File: src/uhd_pkg.sv
// Package: register map, field positions and encodings of the half-duplex UART channel
package uhd_pkg;
    // Register byte addresses
    localparam logic [7:0] ADR_DATA = 8'h00;
    localparam logic [7:0] ADR_STAT = 8'h04;
    localparam logic [7:0] ADR_GATE = 8'h08;
    localparam logic [7:0] ADR_SCR  = 8'h0c;
    localparam logic [7:0] ADR_FEAT = 8'h10;
    localparam logic [7:0] ADR_EFC  = 8'h14;
    localparam logic [7:0] ADR_MLC  = 8'h18;
    localparam logic [7:0] ADR_TRIG = 8'h1c;
    // line_turnaround_and_gating_control fields
    localparam int GT_DLY_LSB = 4;
    localparam int GT_TX_DIS  = 3;
    localparam int GT_RX_DIS  = 2;
    localparam int GT_TX_MODE = 1;
    localparam int GT_RX_MODE = 0;
    // feature_control fields
    localparam int FT_TBL_LSB = 6;
    localparam int FT_RS485   = 5;
    localparam int FT_IR_INV  = 4;
    // enhanced_feature_control fields
    localparam int EF_AUTO_RTS = 6;
    localparam int EF_ENH      = 4;
    // modem_line_control fields
    localparam int MC_FSEL = 2;
    localparam int MC_RTS  = 1;
    localparam int MC_DTR  = 0;
    // Reset values
    localparam logic [7:0] SCR_RST  = 8'hff;
    localparam logic [7:0] REG_RST  = 8'h00;
    localparam logic [7:0] TRIG_RST = 8'h08;
    // Flow-control characters
    localparam logic [7:0] XON_CHAR  = 8'h11;
    localparam logic [7:0] XOFF_CHAR = 8'h13;
    // Frame: start, eight data, stop
    localparam logic [3:0] LAST_BIT = 4'h9;
    typedef enum logic [1:0] {
        TX_IDLE = 2'b00,
        TX_SEND = 2'b01,
        TX_TURN = 2'b10
    } uhd_tx_st_t;
endpackage : uhd_pkg

File: src/uhd_uart_ctl.sv
// Half-duplex UART channel with transmit/receive gating, APB registers
//
// Functional notes
// - Upper nibble of gating register sets turnaround delay of 0..15 bit times.
// - Turnaround delay field writable only while enhanced write enable is one.
// - Transmitter disable stops data loads after the current frame; queued and new bytes stay in FIFO.
// - Clearing transmitter disable resumes sending the queued bytes.
// - Receiver disable finishes current character, then accepts no more.
// - Re-enable receiver while line idle; next character is received normally.
// - Receive FIFO stays readable whatever the receiver disable setting.
// - Transmit mode bit: zero sends only pending flow characters, one keeps sending.
// - Receive mode bit: zero ignores everything, one still acts on flow characters.
// - Eight-bit scratch register, read/write, resets to all ones.
// - Table select; tables A-C move request line 2, 4 or 8 levels around trigger.
// - Enable bit turns on direction control on the flow-selected modem output.
// - Direction control overrides automatic receive flow control on that output.
// - Direction output falls after last stop bit plus turnaround delay.
// - Direction output rises when a byte enters the transmit FIFO.
// - Transmit ready event follows FIFO empty, or shifter empty in direction mode.
// - Flow characters sent with empty FIFO leave the direction output unchanged.
// - Polarity bit selects normal or inverted infrared receive data.
// - Flow select zero picks request-to-send, one picks terminal-ready.
// - Enhanced write enable gates the whole gating register; enhanced bits reset zero.
`timescale 1ns/1ps
module uhd_uart_ctl #(
    parameter int BIT_CLKS = 868,
    parameter int DEPTH    = 16
) (
    input  wire logic        clk_sys,
    input  wire logic        rst_n,
    input  wire logic        psel,
    input  wire logic        penable,
    input  wire logic        pwrite,
    input  wire logic [7:0]  paddr,
    input  wire logic [31:0] pwdata,
    output logic      [31:0] prdata,
    output logic             pready,
    output logic             pslverr,
    input  wire logic        rxd,
    output logic             txd,
    output logic             rts_n,
    output logic             dtr_n,
    output logic             tx_ready_irq
);
    import uhd_pkg::*;

    localparam int         LW       = $clog2(DEPTH);
    localparam logic [LW:0] FULL_LV = (LW+1)'(DEPTH);
    localparam logic [11:0] BIT_TOP = 12'(BIT_CLKS - 1);
    localparam logic [11:0] HALF_TOP = 12'(BIT_CLKS / 2 - 1);

    function automatic logic known(input logic [7:0] a);
        return a inside {ADR_DATA, ADR_STAT, ADR_GATE, ADR_SCR, ADR_FEAT, ADR_EFC, ADR_MLC, ADR_TRIG};
    endfunction : known

    function automatic logic pin_val(input logic rs485, input logic dir, input logic ctl, input logic stop);
        return rs485 ? dir : (~ctl | stop);
    endfunction : pin_val

    // ==================================================================
    // Register bus
    logic [7:0]   gate;
    logic [7:0]   scratch;
    logic [7:0]   feat;
    logic [7:0]   efc;
    logic [7:0]   mlc;
    logic [7:0]   trig;
    logic         acc;
    logic         wr_acc;
    logic         rd_acc;
    logic [7:0]   stat;
    logic [31:0]  next_prdata;

    assign acc    = psel & penable & pready;
    assign wr_acc = acc & pwrite;
    assign rd_acc = acc & ~pwrite;

    // One wait state per access
    always_ff @(posedge clk_sys or negedge rst_n) begin
        if (!rst_n) begin
            pready  <= 1'b0;
            pslverr <= 1'b0;
            prdata  <= 32'h0000_0000;
        end else begin
            pready  <= psel & penable & ~pready;
            if (psel & penable & ~pready) begin
                pslverr <= ~known(paddr);
                prdata  <= next_prdata;
            end
        end
    end

    always_ff @(posedge clk_sys or negedge rst_n) begin
        if (!rst_n) begin
            scratch <= SCR_RST;
            feat    <= REG_RST;
            efc     <= REG_RST;
            mlc     <= REG_RST;
            trig    <= TRIG_RST;
        end else if (wr_acc) begin
            if (paddr == ADR_SCR) scratch <= pwdata[7:0];
            if (paddr == ADR_FEAT) feat <= pwdata[7:0];
            if (paddr == ADR_EFC) efc <= pwdata[7:0];
            if (paddr == ADR_MLC) mlc <= pwdata[7:0];
            if (paddr == ADR_TRIG) trig <= pwdata[7:0];
        end
    end

    always_ff @(posedge clk_sys or negedge rst_n) begin
        if (!rst_n) begin
            gate <= REG_RST;
        end else if (wr_acc && paddr == ADR_GATE && efc[EF_ENH]) begin
            gate <= pwdata[7:0];
        end
    end

    // ==================================================================
    // FIFOs
    logic [7:0]  txf_mem [DEPTH];
    logic [7:0]  rxf_mem [DEPTH];
    logic [LW:0] txf_wp;
    logic [LW:0] txf_rp;
    logic [LW:0] rxf_wp;
    logic [LW:0] rxf_rp;
    logic [LW:0] rxl;
    logic        txf_empty;
    logic        txf_full;
    logic        rxf_empty;
    logic        rxf_full;
    logic        txf_push;
    logic        rxf_pop;
    logic        rx_push;
    logic        tx_load_data;
    logic        tx_load_ctl;
    logic [7:0]  rx_sh;

    assign txf_empty = txf_wp == txf_rp;
    assign txf_full  = (txf_wp - txf_rp) == FULL_LV;
    assign rxl       = rxf_wp - rxf_rp;
    assign rxf_empty = rxl == '0;
    assign rxf_full  = rxl == FULL_LV;
    assign txf_push  = wr_acc && paddr == ADR_DATA && !txf_full;
    assign rxf_pop   = rd_acc && paddr == ADR_DATA && !rxf_empty;

    always_ff @(posedge clk_sys) begin
        if (txf_push) txf_mem[txf_wp[LW-1:0]] <= pwdata[7:0];
        if (rx_push) rxf_mem[rxf_wp[LW-1:0]] <= rx_sh;
    end

    always_ff @(posedge clk_sys or negedge rst_n) begin
        if (!rst_n) begin
            txf_wp <= '0;
            txf_rp <= '0;
            rxf_wp <= '0;
            rxf_rp <= '0;
        end else begin
            if (txf_push) txf_wp <= txf_wp + 1'b1;
            if (tx_load_data) txf_rp <= txf_rp + 1'b1;
            if (rx_push) rxf_wp <= rxf_wp + 1'b1;
            if (rxf_pop) rxf_rp <= rxf_rp + 1'b1;
        end
    end

    // ==================================================================
    // Flow-control levels
    logic [7:0] step;
    logic [8:0] up_lv;
    logic [7:0] lo_lv;
    logic [7:0] rxl8;
    logic       flow_stop;
    logic       off_sent;
    logic       xoff_pend;
    logic       xon_pend;
    logic       gen_ok;
    logic       rem_stop;

    assign rxl8 = 8'(rxl);

    // Tables A-C: 2, 4 or 8 levels around trigger; table D hysteresis not held here
    always_comb begin
        unique case (feat[FT_TBL_LSB+1:FT_TBL_LSB])
            2'b00: step = 8'h02;
            2'b01: step = 8'h04;
            2'b10: step = 8'h08;
            2'b11: step = 8'h00;
        endcase
        up_lv = {1'b0, trig} + {1'b0, step};
        lo_lv = (trig > step) ? trig - step : 8'h00;
    end

    always_ff @(posedge clk_sys or negedge rst_n) begin
        if (!rst_n) begin
            flow_stop <= 1'b0;
        end else if (!efc[EF_AUTO_RTS]) begin
            flow_stop <= 1'b0;
        end else if ({1'b0, rxl8} >= up_lv) begin
            flow_stop <= 1'b1;
        end else if (rxl8 < lo_lv) begin
            flow_stop <= 1'b0;
        end
    end

    // New flow characters are generated only if the halt mode allows
    assign gen_ok = (efc[3:2] != 2'b00) & (!gate[GT_TX_DIS] | gate[GT_TX_MODE]);

    always_ff @(posedge clk_sys or negedge rst_n) begin
        if (!rst_n) begin
            off_sent  <= 1'b0;
            xoff_pend <= 1'b0;
            xon_pend  <= 1'b0;
        end else if (efc[3:2] == 2'b00) begin
            off_sent  <= 1'b0;
            xoff_pend <= 1'b0;
            xon_pend  <= 1'b0;
        end else if (gen_ok && !off_sent && rxl8 >= trig) begin
            off_sent  <= 1'b1;
            xoff_pend <= 1'b1;
            xon_pend  <= 1'b0;
        end else if (gen_ok && off_sent && rxl8 < lo_lv) begin
            off_sent  <= 1'b0;
            xon_pend  <= 1'b1;
            xoff_pend <= 1'b0;
        end else if (tx_load_ctl) begin
            if (xoff_pend) xoff_pend <= 1'b0;
            else xon_pend <= 1'b0;
        end
    end

    // ==================================================================
    // Transmitter
    uhd_tx_st_t tx_st;
    logic [11:0] tx_baud;
    logic [3:0]  tx_bit;
    logic [9:0]  tx_sh;
    logic        cur_data;
    logic [3:0]  turn_cnt;
    logic        tx_tick;
    logic        frame_end;
    logic        can_start;
    logic        data_go;
    logic        dir_on;
    logic [3:0]  dly;
    logic [7:0]  tx_char;

    assign dly       = gate[GT_DLY_LSB+3:GT_DLY_LSB];
    assign tx_tick   = tx_baud == BIT_TOP;
    assign frame_end = (tx_st == TX_SEND) & tx_tick & (tx_bit == LAST_BIT);
    assign can_start = (tx_st == TX_IDLE) | (tx_st == TX_TURN) | frame_end;
    assign data_go   = !txf_empty & !gate[GT_TX_DIS] & !rem_stop;
    assign tx_load_ctl  = can_start & (xoff_pend | xon_pend);
    assign tx_load_data = can_start & !(xoff_pend | xon_pend) & data_go;
    assign tx_char   = tx_load_ctl ? (xoff_pend ? XOFF_CHAR : XON_CHAR) : txf_mem[txf_rp[LW-1:0]];

    always_ff @(posedge clk_sys or negedge rst_n) begin
        if (!rst_n) begin
            tx_st    <= TX_IDLE;
            tx_baud  <= 12'h000;
            tx_bit   <= 4'h0;
            tx_sh    <= 10'h3ff;
            cur_data <= 1'b0;
            turn_cnt <= 4'h0;
        end else if (tx_load_ctl | tx_load_data) begin
            tx_st    <= TX_SEND;
            tx_baud  <= 12'h000;
            tx_bit   <= 4'h0;
            tx_sh    <= {1'b1, tx_char, 1'b0};
            cur_data <= tx_load_data;
        end else begin
            unique case (tx_st)
                TX_IDLE: begin
                    tx_baud <= 12'h000;
                end
                TX_SEND: begin
                    if (tx_tick) begin
                        tx_baud <= 12'h000;
                        tx_bit  <= tx_bit + 4'h1;
                        tx_sh   <= {1'b1, tx_sh[9:1]};
                        if (tx_bit == LAST_BIT) begin
                            if (feat[FT_RS485] && cur_data && dly != 4'h0) begin
                                tx_st    <= TX_TURN;
                                turn_cnt <= dly;
                            end else begin
                                tx_st <= TX_IDLE;
                            end
                        end
                    end else begin
                        tx_baud <= tx_baud + 12'h001;
                    end
                end
                TX_TURN: begin
                    if (tx_tick) begin
                        tx_baud  <= 12'h000;
                        turn_cnt <= turn_cnt - 4'h1;
                        if (turn_cnt == 4'h1) tx_st <= TX_IDLE;
                    end else begin
                        tx_baud <= tx_baud + 12'h001;
                    end
                end
                default: tx_st <= TX_IDLE;
            endcase
        end
    end

    // Direction high while data is queued, sent or turning around
    assign dir_on = (tx_st == TX_SEND & cur_data) | (tx_st == TX_TURN) | !txf_empty;

    always_ff @(posedge clk_sys or negedge rst_n) begin
        if (!rst_n) begin
            txd          <= 1'b1;
            rts_n        <= 1'b1;
            dtr_n        <= 1'b1;
            tx_ready_irq <= 1'b1;
        end else begin
            txd <= (tx_st == TX_SEND) ? tx_sh[0] : 1'b1;
            rts_n <= mlc[MC_FSEL] ? ~mlc[MC_RTS] :
                     pin_val(feat[FT_RS485], dir_on, mlc[MC_RTS], efc[EF_AUTO_RTS] & flow_stop);
            dtr_n <= !mlc[MC_FSEL] ? ~mlc[MC_DTR] :
                     pin_val(feat[FT_RS485], dir_on, mlc[MC_DTR], efc[EF_AUTO_RTS] & flow_stop);
            tx_ready_irq <= feat[FT_RS485] ? (txf_empty & tx_st != TX_SEND) : txf_empty;
        end
    end

    // ==================================================================
    // Receiver
    logic        rx_s1;
    logic        rx_s2;
    logic        rx_in;
    logic        rx_prev;
    logic        rx_busy;
    logic        rx_keep;
    logic [11:0] rx_baud;
    logic [3:0]  rx_bit;
    logic        rx_smp;
    logic        rx_done;
    logic        is_flow;
    logic        flow_seen;

    assign rx_in   = rx_s2 ^ feat[FT_IR_INV];
    assign rx_smp  = rx_baud == ((rx_bit == 4'h0) ? HALF_TOP : BIT_TOP);
    assign rx_done = rx_busy & rx_smp & (rx_bit == LAST_BIT);
    assign is_flow = (efc[1:0] != 2'b00) & (rx_sh == XON_CHAR | rx_sh == XOFF_CHAR);
    assign rx_push = rx_done & rx_keep & !is_flow & !rxf_full;
    assign flow_seen = rx_done & (efc[1:0] != 2'b00) & (rx_keep | gate[GT_RX_MODE]);

    always_ff @(posedge clk_sys or negedge rst_n) begin
        if (!rst_n) begin
            rx_s1   <= 1'b1;
            rx_s2   <= 1'b1;
            rx_prev <= 1'b1;
        end else begin
            rx_s1   <= rxd;
            rx_s2   <= rx_s1;
            rx_prev <= rx_in;
        end
    end

    always_ff @(posedge clk_sys or negedge rst_n) begin
        if (!rst_n) begin
            rx_busy <= 1'b0;
            rx_keep <= 1'b0;
            rx_baud <= 12'h000;
            rx_bit  <= 4'h0;
            rx_sh   <= 8'h00;
        end else if (!rx_busy) begin
            rx_baud <= 12'h000;
            rx_bit  <= 4'h0;
            // Start only on an idle-to-low edge while running is allowed
            if (rx_prev && !rx_in && (!gate[GT_RX_DIS] || gate[GT_RX_MODE])) begin
                rx_busy <= 1'b1;
                rx_keep <= !gate[GT_RX_DIS];
            end
        end else if (rx_smp) begin
            rx_baud <= 12'h000;
            rx_bit  <= rx_bit + 4'h1;
            if (rx_bit == 4'h0 && rx_in) rx_busy <= 1'b0;
            if (rx_bit != 4'h0 && rx_bit != LAST_BIT) rx_sh <= {rx_in, rx_sh[7:1]};
            if (rx_bit == LAST_BIT) rx_busy <= 1'b0;
        end else begin
            rx_baud <= rx_baud + 12'h001;
        end
    end

    always_ff @(posedge clk_sys or negedge rst_n) begin
        if (!rst_n) begin
            rem_stop <= 1'b0;
        end else if (efc[1:0] == 2'b00) begin
            rem_stop <= 1'b0;
        end else if (flow_seen && rx_sh == XOFF_CHAR) begin
            rem_stop <= 1'b1;
        end else if (flow_seen && rx_sh == XON_CHAR) begin
            rem_stop <= 1'b0;
        end
    end

    // ==================================================================
    // Read mux
    assign stat = {tx_ready_irq, txf_empty & tx_st == TX_IDLE, txf_empty, rem_stop,
                   flow_stop, off_sent, rxf_full, !rxf_empty};

    always_comb begin
        next_prdata = 32'h0000_0000;
        unique case (paddr)
            ADR_DATA: next_prdata = {24'h000000, rxf_empty ? 8'h00 : rxf_mem[rxf_rp[LW-1:0]]};
            ADR_STAT: next_prdata = {24'h000000, stat};
            ADR_SCR:  next_prdata = {24'h000000, scratch};
            ADR_FEAT: next_prdata = {24'h000000, feat};
            ADR_EFC:  next_prdata = {24'h000000, efc};
            ADR_MLC:  next_prdata = {24'h000000, mlc};
            ADR_TRIG: next_prdata = {24'h000000, trig};
            default:  next_prdata = 32'h0000_0000;
        endcase
    end
endmodule : uhd_uart_ctl
File: config.mk
export PLATFORM = sky130hd
export DESIGN_NAME = uhd_uart_ctl
export DESIGN_NICKNAME = d
export VERILOG_FILES = /design/src/uhd_pkg.sv /design/src/uhd_uart_ctl.sv
export SDC_FILE = /design/constraint.sdc
export NUM_CORES = 1
export LEC_CHECK = 0
export BUFFER_PORTS_ARGS = -buffer_cell sky130_fd_sc_hd__buf_4
export CAP_MARGIN = 20
export CELL_PAD_IN_SITES_DETAIL_PLACEMENT = 2
export CELL_PAD_IN_SITES_GLOBAL_PLACEMENT = 2
export CORE_MARGIN = 1
export CORE_UTILIZATION = 48
export CTS_CLUSTER_DIAMETER = 80
export DETAILED_ROUTE_END_ITERATION = 10
export GPL_ROUTABILITY_DRIVEN = 0
export PLACE_DENSITY_LB_ADDON = 0.1
export SLEW_MARGIN = 20
export SYNTH_ARGS = -nofsm -noshare
export SYNTH_HDL_FRONTEND = slang
export SYNTH_SLANG_ARGS = --single-unit
File: constraint.sdc
create_clock -name clk_sys -period 10.6 [get_ports clk_sys]
set_input_delay 1.06 -clock clk_sys [delete_from_list [all_inputs] [get_ports clk_sys]]
set_output_delay 1.06 -clock clk_sys [all_outputs]
set_load 0.05 [all_outputs]
Word-level counts from Yosys, hierarchy flattened --
Memory sizes are Yosys's and may differ from the RTL's. Index checks and enable logic that the tools add are counted.
Storage, ports and cells: register bits 173, bits in latches 0, RAM bits 256, ROM bits 0, input bits 46, output and inout port bits 38, logic and storage cells 261, memories kept 2
Cells by class: $add $sub $neg 13, multiply operators 0, divide/modulo/power cells 0, $lt $le $gt $ge 4, equal/unequal tests 36, shifts and indexed selects 0, multiplexer cells 65, bitwise logic cells 44, reductions and logical operators 61
Memories:
- rxf_mem | depth 16, bits a word 8, rd ports 1, clocked after Yosys merged registers in 0, wr ports 1, line uhd_uart_ctl.sv:120 | logic [7:0] rxf_mem [DEPTH];
- txf_mem | depth 16, bits a word 8, rd ports 1, clocked after Yosys merged registers in 0, wr ports 1, line uhd_uart_ctl.sv:119 | logic [7:0] txf_mem [DEPTH];
Operators by type and width (count):
- 8-bit case mux with 7 select lines | 1
- 8-bit by 5-bit == test with 1-bit output (second input constant) | 6
- 12-bit 2-to-1 mux | 4
- 10-bit 2-to-1 mux | 4
- 4-bit 2-to-1 mux | 9
- 1-bit 2-to-1 mux | 33
- 8-bit case mux with 4 select lines | 1
- 1-bit AND | 25
- 12-bit by 1-bit adder with 12-bit output (second input constant) | 2
- 8-bit 2-to-1 mux | 3
- 12-bit case mux with 2 select lines | 1
- 5-bit by 1-bit adder with 5-bit output (second input constant) | 4
- 1-bit logical AND | 18
- 8-bit by 4-bit == test with 1-bit output (second input constant) | 2
- 2-bit AND reduction | 8
- 2-bit 2-to-1 mux | 7
- 12-bit by 10-bit == test with 1-bit output | 1
- 12-bit by 10-bit == test with 1-bit output (second input constant) | 1
- 4-bit nonzero test | 3
- 1-bit logical NOT | 11
- 1-bit OR | 11
- 5-bit == test (second input constant) | 2
- 2-bit by 1-bit != test with 1-bit output (second input constant) | 5
- 2-bit nonzero test | 5
- other kinds (35) | 56

Depth between registers and ports, before layout --
depth after elaboration 11, gate-level depth with buffers 15, gate-level depth less buffers 14

Worst setup path after synthesis --
OpenSTA, ideal clock, no wires.
path kind register -> register, start register rxf_rp[1], end memory rxf_mem[3][0] (enable), library setup time 0.383 ns, arrival time 3.321 ns, required time 10.217 ns, setup slack 6.895 ns, cell stages (with the launch flop) 10, buffers on the path 2, period minus slack after synthesis 3.705 ns, path through dfrtp_1 -> clkbuf_1 -> clkbuf_1 -> inv_1 -> fa_1 -> xor2_1 -> nor2_1 -> a311oi_2 -> nand2_1 -> nor3_1
On the way: word-level cells in the longest chain between the ends 6
Ends and longest elaborated chain:
- from (decl) | line uhd_uart_ctl.sv:124 | logic [LW:0] rxf_rp;
- from (signal assigned) | line uhd_uart_ctl.sv:160 | if (rxf_pop) rxf_rp <= rxf_rp + 1'b1;
- 5-bit subtractor | line uhd_uart_ctl.sv:139 | assign rxl = rxf_wp - rxf_rp;
- 5-bit == test | line uhd_uart_ctl.sv:141 | assign rxf_full = rxl == FULL_LV;
- 1-bit logical NOT | line uhd_uart_ctl.sv:342 | assign rx_push = rx_done & rx_keep & !is_flow & !rxf_full;
- 1-bit AND | line uhd_uart_ctl.sv:342
- 1-bit 2-to-1 mux | line uhd_uart_ctl.sv:147 | if (rx_push) rxf_mem[rxf_wp[LW-1:0]] <= rx_sh;
- 1-bit 2-to-1 mux (implied by the code) | line uhd_uart_ctl.sv:147
- to (decl) | line uhd_uart_ctl.sv:120
Every way passes these cells.

Worst setup path after layout --
start register rxf_wp[0], end memory rxf_mem[11][5] (enable)
On the way: word-level cells in the longest chain between the ends 6
Ends and longest elaborated chain:
- from (decl) | line uhd_uart_ctl.sv:123 | logic [LW:0] rxf_wp;
- from (signal assigned) | line uhd_uart_ctl.sv:159 | if (rx_push) rxf_wp <= rxf_wp + 1'b1;
- 5-bit subtractor | line uhd_uart_ctl.sv:139
- 5-bit == test | line uhd_uart_ctl.sv:141
- 1-bit logical NOT | line uhd_uart_ctl.sv:342
- 1-bit AND | line uhd_uart_ctl.sv:342
- 1-bit 2-to-1 mux | line uhd_uart_ctl.sv:147
- 1-bit 2-to-1 mux (implied by the code) | line uhd_uart_ctl.sv:147
Parallel ways exist; a longest one is shown, timed or not.

==> run_results.csv <==
group,metric,value,unit
synth,synth.most_common_cell,"edfxtp_1",
clocking,path_clk_slew,0.06,ns
worst_setup_path,crit_path_start_kind,"register",
clocking,numCtsBuffers,44,
timing,finalHoldViolCount,0,
min_path,min_path_type,"register to register",
global_route,grt-ovfl-total,0,
finish,multiInputGateArea,0.00643,mm2
timing,finClkSkew,0.0268,ns
timing,relSlewSlack,35.6,%
min_path,min_from,"rx_s1",
power,power,3.33,mW
floorplanning,fp.dieArea,0.0388,mm2
detailed_routing,viasPerCell,5.96,
global_route,grt_use_total,28.2,%
synth,avgSynthCellArea,14.2,um2
worst_setup_path,critPathLaunch,"rxf_wp[0]",
run,maxCapViolations,0,
finish,n_fill_cell,3443,
floorplanning,start_util,48.6,%
power,ir_worst_vdd,0.132,mV
global_route,antenna_found_initial,0,
floorplanning,ios,84,
synth,ys_ff_latch,404,
timing,post-route-period-util,38.0,%
synth,netlist_top_cells_count,"edfxtp_1 (256), dfrtp_1 (123), nand2_1 (105)",
floorplanning,die_h,197,um
detailed_routing,wl_per_cell,27.9,um
finish,drive_above_1_share,20.9,%
finish,nNetsFinal,1434,
place,io_buffers,35,
worst_setup_path,endpoint_kind,"register",
worst_setup_path,arrival,4.24,ns
status,status,"completed",
floorplanning,die_w,197,um
global_route,grt_pass1_vias,12600,
timing,finalCriticalPeriod,4.03,ns
synth,post-synth-top-area-cell,"edfxtp_1",
finish,syn2layout_area_growth,12.1,%
detailed_routing,drt_first_pass_iters,5,
finish,fin_util,54.4,%
finish,antenna_cells,0,
clocking,postCtsSetupBuffers,0,
clocking,cts-resized-gates,0,
synth,syn_area,0.0183,mm2
detailed_routing,postRouteAntennaNets,0,
detailed_routing,wirelength,52600,um
finish,seq_area,0.0114,mm2
global_route,grt_pass1_wl,80500,um
synth,seq_area_frac_synth,62.6,%
timing,worstMarginPinSlew,0.959,ns
detailed_routing,vias,11200,
synth,synth_cell_types,76,
synth,synth_top_flop_cell,"edfxtp_1",
global_route,grt_max_degree,89,
detailed_routing,drtIter0Drc,664,
clocking,cts_tree,"done",
synth,ys_top_cells_by_area,"edfxtp_1 (42%), dfrtp_1 (17%), mux4_2 (7.6%), mux2_2 (3.9%), dfstp_2 (3.6%)",
worst_setup_path,ff2ff_path_depth,11,
clocking,ctsRootBufferMaster,"clkbuf_16",
timing,rsz0062_at_grt,"false",
worst_setup_path,path_class,"register to register",
clocking,cts_hold_buf,0,
synth,async_reset_ff_share,36.6,%
timing,fmax,0.248,GHz
worst_setup_path,crit_fanout,9,
clocking,clk_latency,0.60,ns
synth,synth_top_area_share,42.1,%
min_path,hold_depth,0,
power,p_per_area,163,mW/mm2
synth,synth_edf_count,256,
clocking,clock_sinks,404,
power,leakagePower,7.43,nW
floorplanning,num_rows,71,
clocking,cts_buffer_depth,3,
timing,slew_violations,0,
synth,syn_inst,1283,
timing,tns,0,ns
clocking,h-tree-depth,2,
timing,setup_viol,0,
worst_setup_path,critPathRequiredTime,10.81,ns
worst_setup_path,reg2reg_from,"rxf_wp[0]",
synth,yosysWarnings,0,
detailed_routing,drc,0,
place,dp_hpwl,35500,um
floorplanning,core,0.0376,mm2
==> per-stage QoR <==
step | setup slack (ns) | std cells | cell area [um2] | hold slack [ns]
2_1_floorplan | 6.90 | 1306 | 18300 | 0.345
3_3_place_gp | 6.40 | 1799 | 19000 | 0.348
3_5_place_dp | 6.36 | 1799 | 19000 | 0.348
4_1_cts | 6.57 | 1881 | 20500 | 0.383
5_1_grt | 6.28 | 1881 | 20500 | 0.387
6_report | 6.57 | 1881 | 20500 | 0.379
==> path summary, 6_finish.rpt <==
check	to	slack, ns
max in group asynchronous	txf_rp[2]	8.62
setup reg to reg	rxf_mem[11][5]	6.57
min in group asynchronous	txf_rp[0]	0.54
hold reg to reg	rx_s2	0.38
setup / recovery	rxf_mem[11][5]	6.57
hold / removal	rx_s2	0.38
==> placed cells by master, fill, tap and decap left out, types with 14 or more instances in the layout <==
cell type  instances
edfxtp_1         256
dfrtp_1          121
nand2_1          105
nor2_1            86
mux2_2            64
mux4_2            62
ha_1              51
buf_4             48
clkbuf_16         45
inv_1             38
xnor2_1           36
o21ai_0           36
a21oi_1           35
nand3_1           30
dfstp_2           25
conb_1            24
nand4_1           21
and2_1            21
xor2_1            19
nor3_1            17
and3_1            14
==> report_power, final <==
group,switching [mW],internal [mW]
Sequential,0.0171,1.68
Clock,0.666,0.868
Combinational,0.0718,0.0249
Total,0.755,2.58
==> logic make-up (layout without fill, tap and decap cells) <==
group | after synthesis | count (layout) | synth area share [%]
fa+ha+maj | 54 | 54 | 3.82
buf+inv | 106 | 170 | 2.73
flops | 404 | 404 | 62.6
xor+xnor | 55 | 55 | 2.64
simple gates | 371 | 371 | 10.4
mux | 138 | 138 | 12.3
other cells | 1 | 24 | 0.0205
compound gates | 154 | 154 | 5.57
==> worst max-delay path: stages, from the launching register on <==
cell	delay (ns)
dfrtp_1	0.43
inv_1	0.18
ha_1	0.21
inv_1	0.06
fa_1	0.41
a21o_1	0.18
a21oi_1	0.18
xnor2_1	0.10
buf_4	0.18
a311oi_2	0.60
nand2_1	0.34
nor2_1	0.77
==> per-layer routing <==
layer	vias to the layer above	GRT usage, %	share of wire, %
li1	4885	-	-
met1	5979	35.9	41
met2	268	50.1	53
met3	84	3.26	3.5
met4	0	9.62	2.7
met5	-	0	0
==> registers in the layout, indices dropped and copies added (netlist names), 5 cells and up <==
name / flops
txf_mem: 128
txf_wp: 5
trig: 8
feat: 8
gate: 8
txf_rp: 5
rxf_wp: 5
rx_baud: 12
efc: 8
prdata: 8
scratch: 8
tx_baud: 12
tx_sh: 9
rxf_mem: 128
mlc: 8
rxf_rp: 5
rx_sh: 8
==> area by class of cell <==
class / count / area share, %
Multi-Input combinational cell: 796 / 31.4
Tap cell: 511 / 3.13
Inverter: 39 / 0.716
Sequential cell: 404 / 55.8
Timing Repair Buffer: 49 / 1.82
Clock inverter: 25 / 1.14
Clock buffer: 57 / 5.92
Note: power is estimated with default switching activity, not from simulation.
